### config.mk
export PLATFORM = sky130hd
export DESIGN_NAME = aiar_router
export DESIGN_NICKNAME = d
export VERILOG_FILES = /design/src/hdl/aiar_pkg.sv /design/src/hdl/aiar_router.sv
export SDC_FILE = /design/constraint.sdc
export NUM_CORES = 2
export LEC_CHECK = 0
export BUFFER_PORTS_ARGS = -buffer_cell sky130_fd_sc_hd__buf_4
export CORE_MARGIN = 2
export CORE_UTILIZATION = 40
export CTS_CLUSTER_SIZE = 14
export DETAILED_ROUTE_END_ITERATION = 16
export SYNTH_ARGS = -nofsm -noshare
export SYNTH_HDL_FRONTEND = slang
export SYNTH_SLANG_ARGS = --single-unit
export TNS_END_PERCENT = 10
### constraint.sdc
create_clock -name core_clk -period 28.6 [get_ports core_clk]
set_input_delay 4.29 -clock core_clk [delete_from_list [all_inputs] [get_ports core_clk]]
set_output_delay 4.29 -clock core_clk [all_outputs]
set_load 0.01 [all_outputs]
### src/hdl/aiar_pkg.sv
// Constants and types for the analog input role router with reference loss detection
package aiar_pkg;

  // ----------------------------------------------------------------
  // Data widths
  // ----------------------------------------------------------------
  localparam int ADC_W = 12;
  localparam int ROLE_W = 6;
  localparam int NUM_TERM = 3;
  localparam int NUM_ROLE = 15;

  // ----------------------------------------------------------------
  // Role codes, one per routed destination
  // ----------------------------------------------------------------
  localparam logic [5:0] ROLE_CODES [NUM_ROLE] = '{
    6'h0D, 6'h0E, 6'h14, 6'h1E, 6'h1F, 6'h20,
    6'h29, 6'h2A, 6'h2B, 6'h2C, 6'h2D, 6'h2E, 6'h2F, 6'h30, 6'h31};
  localparam int IDX_UPPER = 0;
  localparam int IDX_LOWER = 1;
  localparam int IDX_MONITOR = 2;
  localparam int IDX_PID_FB2 = 3;
  localparam int IDX_PID_AUX1 = 4;
  localparam int IDX_PID_AUX2 = 5;
  localparam int IDX_EXT_CMD1 = 6;
  localparam int IDX_EXT_FB1 = 7;
  localparam int IDX_EXT_MAN1 = 8;
  localparam int IDX_EXT_CMD2 = 9;
  localparam int IDX_EXT_FB2 = 10;
  localparam int IDX_EXT_MAN2 = 11;
  localparam int IDX_EXT_CMD3 = 12;
  localparam int IDX_EXT_FB3 = 13;
  localparam int IDX_EXT_MAN3 = 14;

  // ----------------------------------------------------------------
  // Register offsets (byte addresses)
  // ----------------------------------------------------------------
  localparam logic [7:0] OFS_ROLE = 8'h00;
  localparam logic [7:0] OFS_FALLBACK = 8'h04;
  localparam logic [7:0] OFS_COMBINE = 8'h08;
  localparam logic [7:0] OFS_STATUS = 8'h0C;
  localparam logic [7:0] OFS_MASK = 8'h10;
  localparam logic [7:0] OFS_MONITOR = 8'h14;
  localparam logic [7:0] OFS_DISP_COEF = 8'h18;
  localparam logic [7:0] OFS_LEVEL = 8'h1C;

  // ----------------------------------------------------------------
  // Field positions
  // ----------------------------------------------------------------
  localparam int ROLE_A_LSB = 0;
  localparam int ROLE_B_LSB = 8;
  localparam int ROLE_C_LSB = 16;
  localparam int FREQ_SRC_LSB = 24;
  localparam int FB_MODE_LSB = 0;
  localparam int FB_RATIO_LSB = 8;
  localparam int ST_LOSS_BIT = 0;
  localparam int ST_REPAIR_BIT = 1;
  localparam int ST_LIVE_BIT = 8;
  localparam int LEVEL_F1_LSB = 16;

  // ----------------------------------------------------------------
  // Fallback modes and combine operations
  // ----------------------------------------------------------------
  localparam logic [1:0] FB_DECEL = 2'h0;
  localparam logic [1:0] FB_RATIO = 2'h1;
  localparam logic [1:0] FB_CANCEL = 2'h2;
  localparam logic [6:0] RATIO_MIN = 7'h14;
  localparam logic [6:0] RATIO_MAX = 7'h78;
  localparam logic [6:0] RATIO_UNITY = 7'h64;
  localparam logic [2:0] CMB_NONE = 3'h0;
  localparam logic [2:0] CMB_SUM = 3'h1;
  localparam logic [2:0] CMB_DIFF = 3'h2;
  localparam logic [2:0] CMB_AVG = 3'h3;
  localparam logic [2:0] CMB_MAX = 3'h4;
  localparam logic [2:0] CMB_MIN = 3'h5;

  // ----------------------------------------------------------------
  // Reset values
  // ----------------------------------------------------------------
  localparam logic [31:0] RST_ROLE = 32'h0000_0000;
  localparam logic [1:0] RST_FB_MODE = FB_DECEL;
  localparam logic [6:0] RST_FB_RATIO = RATIO_UNITY;
  localparam logic [2:0] RST_COMBINE = CMB_NONE;
  localparam logic [1:0] RST_MASK = 2'h0;
  localparam logic [15:0] RST_DISP_COEF = 16'h0100;

  // ----------------------------------------------------------------
  // Timing
  // ----------------------------------------------------------------
  localparam int CLK_HZ = 20_000_000;
  localparam int LOSS_WINDOW_MS = 400;
  localparam int LOSS_WINDOW_CYCLES = LOSS_WINDOW_MS * (CLK_HZ / 1000);
  localparam int WIN_CNT_W = 24;

  typedef enum logic {ST_FOLLOW, ST_LOST} aiar_loss_state_t;

endpackage

### src/hdl/aiar_router.sv
// Analog input role router with frequency command wire break detection
// How it works
// - Roles 13/14 give upper/lower frequency limit
// - Role 20 gives scaled monitor readable by bus
// - Role 30 gives internal PID feedback two
// - Roles 31/32 give internal PID auxiliary terms
// - Roles 41-43 feed external PID channel one
// - Roles 44-46 feed external PID channel two
// - Roles 47-49 feed external PID channel three
// - Channel one feedbacks combine: sum, diff, avg, max, min
// - Duplicate roles: terminal A beats B beats C
// - Drop below tenth in window means break
// - Command level resampled as reference at each window end while following with no drop
// - Level above recovery threshold ends the break
// - Fallback: decelerate, ratio 20 to 120, cancel
// - Cancel flags loss but passes command unchanged
// - Decel or cancel recover at 0.2 of sample
// - Ratio 100 or more recovers at sample level
// - Break check uses unfiltered input samples
//
// The register offsets and register access over Wishbone were chosen for this implementation.
`timescale 1ns/100ps
module aiar_router #(
  parameter int LOSS_WINDOW_CYCLES = aiar_pkg::LOSS_WINDOW_CYCLES
) (
  input wire logic core_clk,
  input wire logic reset_n,
  input wire logic wb_cyc_i,
  input wire logic wb_stb_i,
  input wire logic wb_we_i,
  input wire logic [7:0] wb_adr_i,
  input wire logic [3:0] wb_sel_i,
  input wire logic [31:0] wb_dat_i,
  output logic [31:0] wb_dat_o,
  output logic wb_ack_o,
  input wire logic [11:0] analog_in_a,
  input wire logic [11:0] current_input_b,
  input wire logic [11:0] voltage_input_c,
  output logic [11:0] upper_limit_val,
  output logic upper_limit_vld,
  output logic [11:0] lower_limit_val,
  output logic lower_limit_vld,
  output logic [11:0] pid_fb2_val,
  output logic pid_fb2_vld,
  output logic [11:0] pid_aux1_val,
  output logic pid_aux1_vld,
  output logic [11:0] pid_aux2_val,
  output logic pid_aux2_vld,
  output logic [11:0] ext1_cmd_val,
  output logic ext1_cmd_vld,
  output logic [13:0] ext1_fb_val,
  output logic ext1_fb_vld,
  output logic [11:0] ext1_man_val,
  output logic ext1_man_vld,
  output logic [11:0] ext2_cmd_val,
  output logic ext2_cmd_vld,
  output logic [11:0] ext2_fb_val,
  output logic ext2_fb_vld,
  output logic [11:0] ext2_man_val,
  output logic ext2_man_vld,
  output logic [11:0] ext3_cmd_val,
  output logic ext3_cmd_vld,
  output logic [11:0] ext3_fb_val,
  output logic ext3_fb_vld,
  output logic [11:0] ext3_man_val,
  output logic ext3_man_vld,
  output logic [11:0] freq_cmd_out,
  output logic ref_loss,
  output logic irq
);

  // ----------------------------------------------------------------
  // Input synchronisers
  // ----------------------------------------------------------------
  logic [11:0] ain_raw [3];
  logic [11:0] ain_s1_reg [3];
  logic [11:0] ain_s2_reg [3];
  assign ain_raw[0] = analog_in_a;
  assign ain_raw[1] = current_input_b;
  assign ain_raw[2] = voltage_input_c;

  // ----------------------------------------------------------------
  // Registers
  // ----------------------------------------------------------------
  logic [31:0] role_reg;
  logic [1:0] fb_mode_reg;
  logic [6:0] fb_ratio_reg;
  logic [2:0] combine_reg;
  logic [1:0] status_reg;
  logic [1:0] mask_reg;
  logic [15:0] disp_coef_reg;
  logic [31:0] monitor_reg;
  logic [11:0] f1_reg;
  localparam int WIN_CNT_W_L = aiar_pkg::WIN_CNT_W;
  logic [WIN_CNT_W_L-1:0] win_cnt_reg;
  aiar_pkg::aiar_loss_state_t loss_state_reg;
  logic [11:0] routed_val_reg [aiar_pkg::NUM_ROLE];
  logic routed_vld_reg [aiar_pkg::NUM_ROLE];
  logic [13:0] ext1_fb_reg;
  logic [11:0] freq_reg;
  logic irq_reg;
  logic ack_reg;
  logic [31:0] rdata_reg;

  logic [5:0] role_a;
  logic [5:0] role_b;
  logic [5:0] role_c;
  logic [1:0] freq_src;
  logic [11:0] cur;
  logic win_tick;
  logic drop_hit;
  logic recover_hit;
  logic loss_evt;
  logic repair_evt;
  logic bus_req;
  logic bus_wr;

  assign role_a = role_reg[aiar_pkg::ROLE_A_LSB +: 6];
  assign role_b = role_reg[aiar_pkg::ROLE_B_LSB +: 6];
  assign role_c = role_reg[aiar_pkg::ROLE_C_LSB +: 6];
  assign freq_src = role_reg[aiar_pkg::FREQ_SRC_LSB +: 2];
  assign bus_req = wb_cyc_i && wb_stb_i && !ack_reg;
  // Write lands at the edge where the master samples ack high
  assign bus_wr = wb_cyc_i && wb_stb_i && wb_we_i && ack_reg;

  genvar gt;
  generate
    for (gt = 0; gt < aiar_pkg::NUM_TERM; gt++)
    begin : g_sync
      always_ff @(posedge core_clk)
      begin
        if (!reset_n)
        begin
          ain_s1_reg[gt] <= 12'h000;
          ain_s2_reg[gt] <= 12'h000;
        end
        else
        begin
          ain_s1_reg[gt] <= ain_raw[gt];
          ain_s2_reg[gt] <= ain_s1_reg[gt];
        end
      end
    end
  endgenerate

  // ----------------------------------------------------------------
  // Role routing, one entry per destination
  // ----------------------------------------------------------------
  genvar gr;
  generate
    for (gr = 0; gr < aiar_pkg::NUM_ROLE; gr++)
    begin : g_route
      always_ff @(posedge core_clk)
      begin
        if (!reset_n)
        begin
          routed_val_reg[gr] <= 12'h000;
          routed_vld_reg[gr] <= 1'b0;
        end
        else if (role_a == aiar_pkg::ROLE_CODES[gr])
        begin
          routed_val_reg[gr] <= ain_s2_reg[0];
          routed_vld_reg[gr] <= 1'b1;
        end
        else if (role_b == aiar_pkg::ROLE_CODES[gr])
        begin
          routed_val_reg[gr] <= ain_s2_reg[1];
          routed_vld_reg[gr] <= 1'b1;
        end
        else if (role_c == aiar_pkg::ROLE_CODES[gr])
        begin
          routed_val_reg[gr] <= ain_s2_reg[2];
          routed_vld_reg[gr] <= 1'b1;
        end
        else
        begin
          routed_val_reg[gr] <= 12'h000;
          routed_vld_reg[gr] <= 1'b0;
        end
      end
    end
  endgenerate

  // ----------------------------------------------------------------
  // External channel one feedback combine and monitor scaling
  // ----------------------------------------------------------------
  logic signed [13:0] fb_a;
  logic signed [13:0] fb_b;
  logic signed [13:0] fb_sum;
  assign fb_a = {2'b00, routed_val_reg[aiar_pkg::IDX_EXT_FB1]};
  assign fb_b = {2'b00, routed_val_reg[aiar_pkg::IDX_EXT_FB2]};
  assign fb_sum = fb_a + fb_b;

  always_ff @(posedge core_clk)
  begin
    if (!reset_n)
      ext1_fb_reg <= 14'h0000;
    else if (!routed_vld_reg[aiar_pkg::IDX_EXT_FB2])
      ext1_fb_reg <= fb_a;
    else
    begin
      case (combine_reg)
        aiar_pkg::CMB_SUM: ext1_fb_reg <= fb_sum;
        aiar_pkg::CMB_DIFF: ext1_fb_reg <= fb_a - fb_b;
        aiar_pkg::CMB_AVG: ext1_fb_reg <= fb_sum >>> 1;
        aiar_pkg::CMB_MAX: ext1_fb_reg <= (fb_a > fb_b) ? fb_a : fb_b;
        aiar_pkg::CMB_MIN: ext1_fb_reg <= (fb_a < fb_b) ? fb_a : fb_b;
        default: ext1_fb_reg <= fb_a;
      endcase
    end
  end

  always_ff @(posedge core_clk)
  begin
    if (!reset_n)
      monitor_reg <= 32'h0000_0000;
    else
      monitor_reg <= {4'h0, {16'h0000, routed_val_reg[aiar_pkg::IDX_MONITOR]} * {12'h000, disp_coef_reg}};
  end

  // ----------------------------------------------------------------
  // Wire break detection on the frequency command
  // ----------------------------------------------------------------
  // Raw synchronised samples, no filtering, so the check reacts at once
  assign cur = (freq_src == 2'h2) ? ain_s2_reg[2] : (freq_src == 2'h1) ? ain_s2_reg[1] : ain_s2_reg[0];
  assign win_tick = (win_cnt_reg == WIN_CNT_W_L'(LOSS_WINDOW_CYCLES - 1));
  assign drop_hit = ({4'h0, cur} * 16'h000A) < {4'h0, f1_reg};

  always_comb
  begin
    if (fb_mode_reg != aiar_pkg::FB_RATIO)
      recover_hit = ({4'h0, cur} * 16'h0005) > {4'h0, f1_reg};
    else if (fb_ratio_reg >= aiar_pkg::RATIO_UNITY)
      recover_hit = cur > f1_reg;
    else
      recover_hit = ({7'h00, cur} * 19'h00064) > ({7'h00, f1_reg} * {12'h000, fb_ratio_reg});
  end

  assign loss_evt = (loss_state_reg == aiar_pkg::ST_FOLLOW) && win_tick && drop_hit;
  assign repair_evt = (loss_state_reg == aiar_pkg::ST_LOST) && recover_hit;

  always_ff @(posedge core_clk)
  begin
    if (!reset_n || win_tick)
      win_cnt_reg <= '0;
    else
      win_cnt_reg <= win_cnt_reg + 1'b1;
  end

  always_ff @(posedge core_clk)
  begin
    if (!reset_n)
    begin
      loss_state_reg <= aiar_pkg::ST_FOLLOW;
      f1_reg <= 12'h000;
    end
    else
    begin
      case (loss_state_reg)
        aiar_pkg::ST_FOLLOW:
          if (win_tick)
          begin
            if (drop_hit)
              loss_state_reg <= aiar_pkg::ST_LOST;
            else
              f1_reg <= cur;
          end
        aiar_pkg::ST_LOST:
          if (recover_hit)
            loss_state_reg <= aiar_pkg::ST_FOLLOW;
        default: loss_state_reg <= aiar_pkg::ST_FOLLOW;
      endcase
    end
  end

  always_ff @(posedge core_clk)
  begin
    if (!reset_n)
      freq_reg <= 12'h000;
    else if (loss_state_reg == aiar_pkg::ST_FOLLOW || fb_mode_reg == aiar_pkg::FB_CANCEL)
      freq_reg <= cur;
    else if (fb_mode_reg == aiar_pkg::FB_RATIO)
      freq_reg <= 12'(({7'h00, f1_reg} * {12'h000, fb_ratio_reg}) / 19'h00064);
    else
      freq_reg <= 12'h000;
  end

  // ----------------------------------------------------------------
  // Wishbone slave and interrupt
  // ----------------------------------------------------------------
  always_ff @(posedge core_clk)
  begin
    if (!reset_n)
    begin
      role_reg <= aiar_pkg::RST_ROLE;
      fb_mode_reg <= aiar_pkg::RST_FB_MODE;
      fb_ratio_reg <= aiar_pkg::RST_FB_RATIO;
      combine_reg <= aiar_pkg::RST_COMBINE;
      mask_reg <= aiar_pkg::RST_MASK;
      disp_coef_reg <= aiar_pkg::RST_DISP_COEF;
    end
    else if (bus_wr)
    begin
      case (wb_adr_i)
        aiar_pkg::OFS_ROLE:
          for (int b = 0; b < 4; b++)
            if (wb_sel_i[b])
              role_reg[8*b +: 8] <= wb_dat_i[8*b +: 8];
        aiar_pkg::OFS_FALLBACK:
        begin
          if (wb_sel_i[0] && wb_dat_i[1:0] != 2'h3)
            fb_mode_reg <= wb_dat_i[aiar_pkg::FB_MODE_LSB +: 2];
          if (wb_sel_i[1])
          begin
            if (wb_dat_i[15:8] < {1'b0, aiar_pkg::RATIO_MIN})
              fb_ratio_reg <= aiar_pkg::RATIO_MIN;
            else if (wb_dat_i[15:8] > {1'b0, aiar_pkg::RATIO_MAX})
              fb_ratio_reg <= aiar_pkg::RATIO_MAX;
            else
              fb_ratio_reg <= wb_dat_i[aiar_pkg::FB_RATIO_LSB +: 7];
          end
        end
        aiar_pkg::OFS_COMBINE:
          if (wb_sel_i[0])
            combine_reg <= wb_dat_i[2:0];
        aiar_pkg::OFS_MASK:
          if (wb_sel_i[0])
            mask_reg <= wb_dat_i[1:0];
        aiar_pkg::OFS_DISP_COEF:
        begin
          if (wb_sel_i[0])
            disp_coef_reg[7:0] <= wb_dat_i[7:0];
          if (wb_sel_i[1])
            disp_coef_reg[15:8] <= wb_dat_i[15:8];
        end
        default: ;
      endcase
    end
  end

  // Hardware set wins over a write-one clear in the same cycle
  always_ff @(posedge core_clk)
  begin
    if (!reset_n)
      status_reg <= 2'h0;
    else
    begin
      for (int i = 0; i < 2; i++)
      begin
        if ((i == aiar_pkg::ST_LOSS_BIT) ? loss_evt : repair_evt)
          status_reg[i] <= 1'b1;
        else if (bus_wr && wb_adr_i == aiar_pkg::OFS_STATUS && wb_sel_i[0] && wb_dat_i[i])
          status_reg[i] <= 1'b0;
      end
    end
  end

  always_ff @(posedge core_clk)
  begin
    if (!reset_n)
      irq_reg <= 1'b0;
    else
      irq_reg <= |(status_reg & mask_reg);
  end

  always_ff @(posedge core_clk)
  begin
    if (!reset_n)
    begin
      ack_reg <= 1'b0;
      rdata_reg <= 32'h0000_0000;
    end
    else
    begin
      ack_reg <= bus_req;
      case (wb_adr_i)
        aiar_pkg::OFS_ROLE: rdata_reg <= role_reg & 32'h033F_3F3F;
        aiar_pkg::OFS_FALLBACK: rdata_reg <= {17'h0, fb_ratio_reg, 6'h00, fb_mode_reg};
        aiar_pkg::OFS_COMBINE: rdata_reg <= {29'h0, combine_reg};
        aiar_pkg::OFS_STATUS: rdata_reg <= {23'h0, (loss_state_reg == aiar_pkg::ST_LOST), 6'h00, status_reg};
        aiar_pkg::OFS_MASK: rdata_reg <= {30'h0, mask_reg};
        aiar_pkg::OFS_MONITOR: rdata_reg <= monitor_reg;
        aiar_pkg::OFS_DISP_COEF: rdata_reg <= {16'h0000, disp_coef_reg};
        aiar_pkg::OFS_LEVEL: rdata_reg <= {4'h0, f1_reg, 4'h0, cur};
        default: rdata_reg <= 32'h0000_0000;
      endcase
    end
  end

  // ----------------------------------------------------------------
  // Outputs
  // ----------------------------------------------------------------
  assign wb_ack_o = ack_reg;
  assign wb_dat_o = rdata_reg;
  assign irq = irq_reg;
  assign ref_loss = (loss_state_reg == aiar_pkg::ST_LOST);
  assign freq_cmd_out = freq_reg;
  assign upper_limit_val = routed_val_reg[aiar_pkg::IDX_UPPER];
  assign upper_limit_vld = routed_vld_reg[aiar_pkg::IDX_UPPER];
  assign lower_limit_val = routed_val_reg[aiar_pkg::IDX_LOWER];
  assign lower_limit_vld = routed_vld_reg[aiar_pkg::IDX_LOWER];
  assign pid_fb2_val = routed_val_reg[aiar_pkg::IDX_PID_FB2];
  assign pid_fb2_vld = routed_vld_reg[aiar_pkg::IDX_PID_FB2];
  assign pid_aux1_val = routed_val_reg[aiar_pkg::IDX_PID_AUX1];
  assign pid_aux1_vld = routed_vld_reg[aiar_pkg::IDX_PID_AUX1];
  assign pid_aux2_val = routed_val_reg[aiar_pkg::IDX_PID_AUX2];
  assign pid_aux2_vld = routed_vld_reg[aiar_pkg::IDX_PID_AUX2];
  assign ext1_cmd_val = routed_val_reg[aiar_pkg::IDX_EXT_CMD1];
  assign ext1_cmd_vld = routed_vld_reg[aiar_pkg::IDX_EXT_CMD1];
  assign ext1_fb_val = ext1_fb_reg;
  assign ext1_fb_vld = routed_vld_reg[aiar_pkg::IDX_EXT_FB1];
  assign ext1_man_val = routed_val_reg[aiar_pkg::IDX_EXT_MAN1];
  assign ext1_man_vld = routed_vld_reg[aiar_pkg::IDX_EXT_MAN1];
  assign ext2_cmd_val = routed_val_reg[aiar_pkg::IDX_EXT_CMD2];
  assign ext2_cmd_vld = routed_vld_reg[aiar_pkg::IDX_EXT_CMD2];
  assign ext2_fb_val = routed_val_reg[aiar_pkg::IDX_EXT_FB2];
  assign ext2_fb_vld = routed_vld_reg[aiar_pkg::IDX_EXT_FB2];
  assign ext2_man_val = routed_val_reg[aiar_pkg::IDX_EXT_MAN2];
  assign ext2_man_vld = routed_vld_reg[aiar_pkg::IDX_EXT_MAN2];
  assign ext3_cmd_val = routed_val_reg[aiar_pkg::IDX_EXT_CMD3];
  assign ext3_cmd_vld = routed_vld_reg[aiar_pkg::IDX_EXT_CMD3];
  assign ext3_fb_val = routed_val_reg[aiar_pkg::IDX_EXT_FB3];
  assign ext3_fb_vld = routed_vld_reg[aiar_pkg::IDX_EXT_FB3];
  assign ext3_man_val = routed_val_reg[aiar_pkg::IDX_EXT_MAN3];
  assign ext3_man_vld = routed_vld_reg[aiar_pkg::IDX_EXT_MAN3];
endmodule // aiar_router

==> results.py <==
metrics = {
    "status": {
        "status": "finished clean",
    },
    "placement": {
        "dpl.hpwl_mm": 85.3,
        "numPortBuffers": 303,
        "place.gp.congestion": 0.894,
    },
    "pwr": {
        "pwr-share-clk_pct": 46.3,
        "switchingPower_uw": 389,
        "cellPowerDensity_nw_per_um2": 37.9,
        "p_comb_share_pct": 9.4,
        "vdd_ir_drop_max_mv": 0.0430,
        "pwr-share-seq_pct": 44.3,
        "internal_power_uw": 1160,
        "finalPower_uw": 1550,
        "p_leak_uw": 0.0181,
        "sw_frac_of_total_pct": 25.2,
    },
    "routing": {
        "routedWlPerCell_um": 21.1,
        "drt_iter0_markers": 3265,
        "totalWireLength_mm": 117,
        "first_pass_iters": 9,
        "routed_via_density": 5.60,
        "vias": 31000,
        "detail-route-antenna-nets": 0,
        "drc_errors": 0,
    },
    "setup_path": {
        "crit_required_ns": 29.16,
        "max_stage_delay_ns": 0.65,
        "crit_slowest_cell": "dfxtp_1",
        "regToRegSetupSlack_ns": 16.06,
        "critPathArrivalTime_ns": 13.10,
        "end_kind": "register",
        "startpoint": "fb_ratio_reg[6]$_SDFFE_PN1P_",
        "start_kind": "register",
        "worst-path-max-fanout": 15,
        "reg2reg_to": "freq_cmd_out[0]$_SDFF_PN0_",
        "critPathKind": "register to register",
        "path_common_cell": "fa_1",
        "r2r_start": "fb_ratio_reg[6]$_SDFFE_PN1P_",
        "crit_path_end": "freq_cmd_out[0]$_SDFF_PN0_",
        "reg2reg_depth": 39,
    },
    "synthesis": {
        "yosys.area.top_type": "edfxtp_1",
        "synth_warnings": 0,
        "ys_top_cells_by_area": "edfxtp_1 (17%), dfxtp_1 (14%), fa_1 (11%)",
        "synth_edf_count": 193,
        "yosysUniqueCellTypes": 117,
        "synthCells": 4021,
        "ys_ff_latch": 439,
        "yosysSeqAreaShare_pct": 30.6,
        "synth.top_cell.area_share_pct": 16.5,
        "synthesis.area_sq_um": 35100,
        "syn_avg_cell_area_sq_um": 8.73,
        "synth_async_sr_flop_share_pct": 0,
        "synth_ff_type": "dfxtp_1",
    },
    "worst_hold_path": {
        "hp-class": "register to register",
        "hold_start": "ain_s1_reg[2][9]$_SDFF_PN0_",
    },
    "die": {
        "io-pin-count": 316,
        "core_area_sq_um": 86900,
        "start_util_pct": 40.4,
        "die-area_sq_um": 90100,
        "fp.dieW_um": 300,
        "num_rows": 108,
        "fp.dieH_um": 300,
    },
    "sta": {
        "finClkSkew_ns": 0.0635,
        "final-setup-viol-count": 0,
        "tightest_slew_ns": 1.27,
        "final.period_utilization_pct": 43.8,
        "period_minus_slack_ns": 12.54,
        "hold_violations": 0,
        "fmax_mhz": 79.8,
        "rsz0062_at_grt": "no",
        "drv_slew": 0,
        "slew_headroom_pct": 14.6,
        "tns_ns": 0,
    },
    "global_route": {
        "grt_use_total_pct": 25.4,
        "antenna_found_initial": 5,
        "grt_use_met2_pct": 40.6,
        "busiest_layer": "met2",
        "grt_pass1_wl_mm": 176,
        "first_global_vias": 29200,
        "gr-total-overflow": 0,
        "grt_use_met1_pct": 33.9,
        "use_met3_pct": 4.66,
        "grt_max_degree": 186,
    },
    "cells_and_area": {
        "area_growth_pct": 16.2,
        "layout_commonest_cell": "nor2_1",
        "n_antenna_cell": 0,
        "design.final.nets": 4869,
        "layout_common_cells": "nor2_1 (423), buf_4 (390), nand2_1 (342)",
        "largest_register_ffs": 180,
        "drive_gt1_share_pct": 12.9,
    },
    "clock_network": {
        "cts_resized": 0,
        "clock_path_buffers": 3,
        "tritoncts": "built",
        "postCtsHoldBufs": 0,
        "cts-root-buf": "clkbuf_16",
        "clk_latency_ns": 0.65,
        "clkTransAtPathRegs_ns": 0.06,
        "cts.sinks": 439,
        "h-tree-depth": 2,
        "postCtsSetupBuffers": 0,
        "numCtsBuffers": 53,
    },
    "run": {
        "maxCapViolCount": 0,
    },
}
-- per-stage QoR --
step	area (sq um)	std cells	util, %	hold slack (ns)	setup WS, ns
after floorplan	35800	4216	-	0.412	17.61
after global placement	38900	5447	44.8	0.416	16.18
after detailed placement	38900	5447	44.8	0.417	16.16
after CTS	40800	5544	46.9	0.425	16.13
after global routing	40800	5544	46.9	0.433	15.09
final	40800	5544	46.9	0.421	16.06
-- layer usage --
layer | vias up | share of wire (%)
met2 | 1428 | 45
met1 | 14900 | 41
li1 | 14400 | -
met5 | - | 0.072
met3 | 255 | 8.9
met4 | 6 | 4.2
-- power by group through the flow --
stage / Combinational (uW) / Sequential [uW] / Clock, uW
floorplan: 84.0 / 695 / 0
global placement: 141 / 698 / 0
detailed placement: 142 / 698 / 0
CTS: 143 / 685 / 732
global route: 159 / 686 / 757
finish: 145 / 685 / 716
-- logic make-up (layout without fill, tap and decap cells) --
logic type      count (synthesis)  after routing  share of synthesized area [%]
other cells                     2            197                         0.0214
simple gates                 1358           1358                           18.4
buf+inv                       618            791                           7.24
xor+xnor                       93             93                           2.36
flops                         439            439                           30.6
mux                           101            101                           2.97
fa+ha+maj                     439            439                           19.9
compound gates                971            971                           18.5
-- worst max-delay path, delay by kind of cell (launching register included) --
kind	cells	cell delay [ns]
flops	1	0.65
compound gates	18	5.15
fa+ha+maj	5	2.48
mux	3	1.00
buf+inv	4	0.37
simple gates	9	2.77
-- Yosys cell counts, types with 9 or more instances --
cell type and instances:
edfxtp_1 193, o22ai_1 16, xor2_1 32, nor2b_1 39, o21bai_1 25, a221o_1 39, a21oi_1 281, a22oi_1 92
or3_1 9, nand3_1 48, inv_1 294, buf_4 47, nor4_1 15, and3_1 28, ha_1 238, a31oi_1 21
o221ai_1 19, and2_1 204, nor3_1 129, o21ai_0 201, fa_1 199, nand4_1 38, o21ai_1 9, a211o_1 10
nand2b_1 30, clkbuf_1 248, dfxtp_1 246, a21o_1 59, nand2_1 342, xnor2_1 59, o211a_1 16, nor2_1 424
mux2i_1 92, o211ai_1 16, a211oi_1 38, o31ai_1 11, a222oi_1 10
-- cell type report --
type,instances,area [sq um]
fillers,8404,46100
well taps,1155,1450
multi-input cells,3159,22600
clock buffers,79,1650
repair buffers,391,2950
inverters,303,1140
clock inverters,18,243
flip-flops and latches,439,10700
-- how the worst min path moves through the flow --
stage,cells after the start,endpoint
after CTS,1,ain_s2_reg[2][9]$_SDFF_PN0_
after global routing,1,ain_s2_reg[2][9]$_SDFF_PN0_
after floorplan,1,ain_s2_reg[0][0]$_SDFF_PN0_
after global placement,1,ain_s2_reg[1][2]$_SDFF_PN0_
final,1,ain_s2_reg[2][9]$_SDFF_PN0_
after detailed placement,1,ain_s2_reg[2][1]$_SDFF_PN0_
Power figures use the tool's default switching activity.
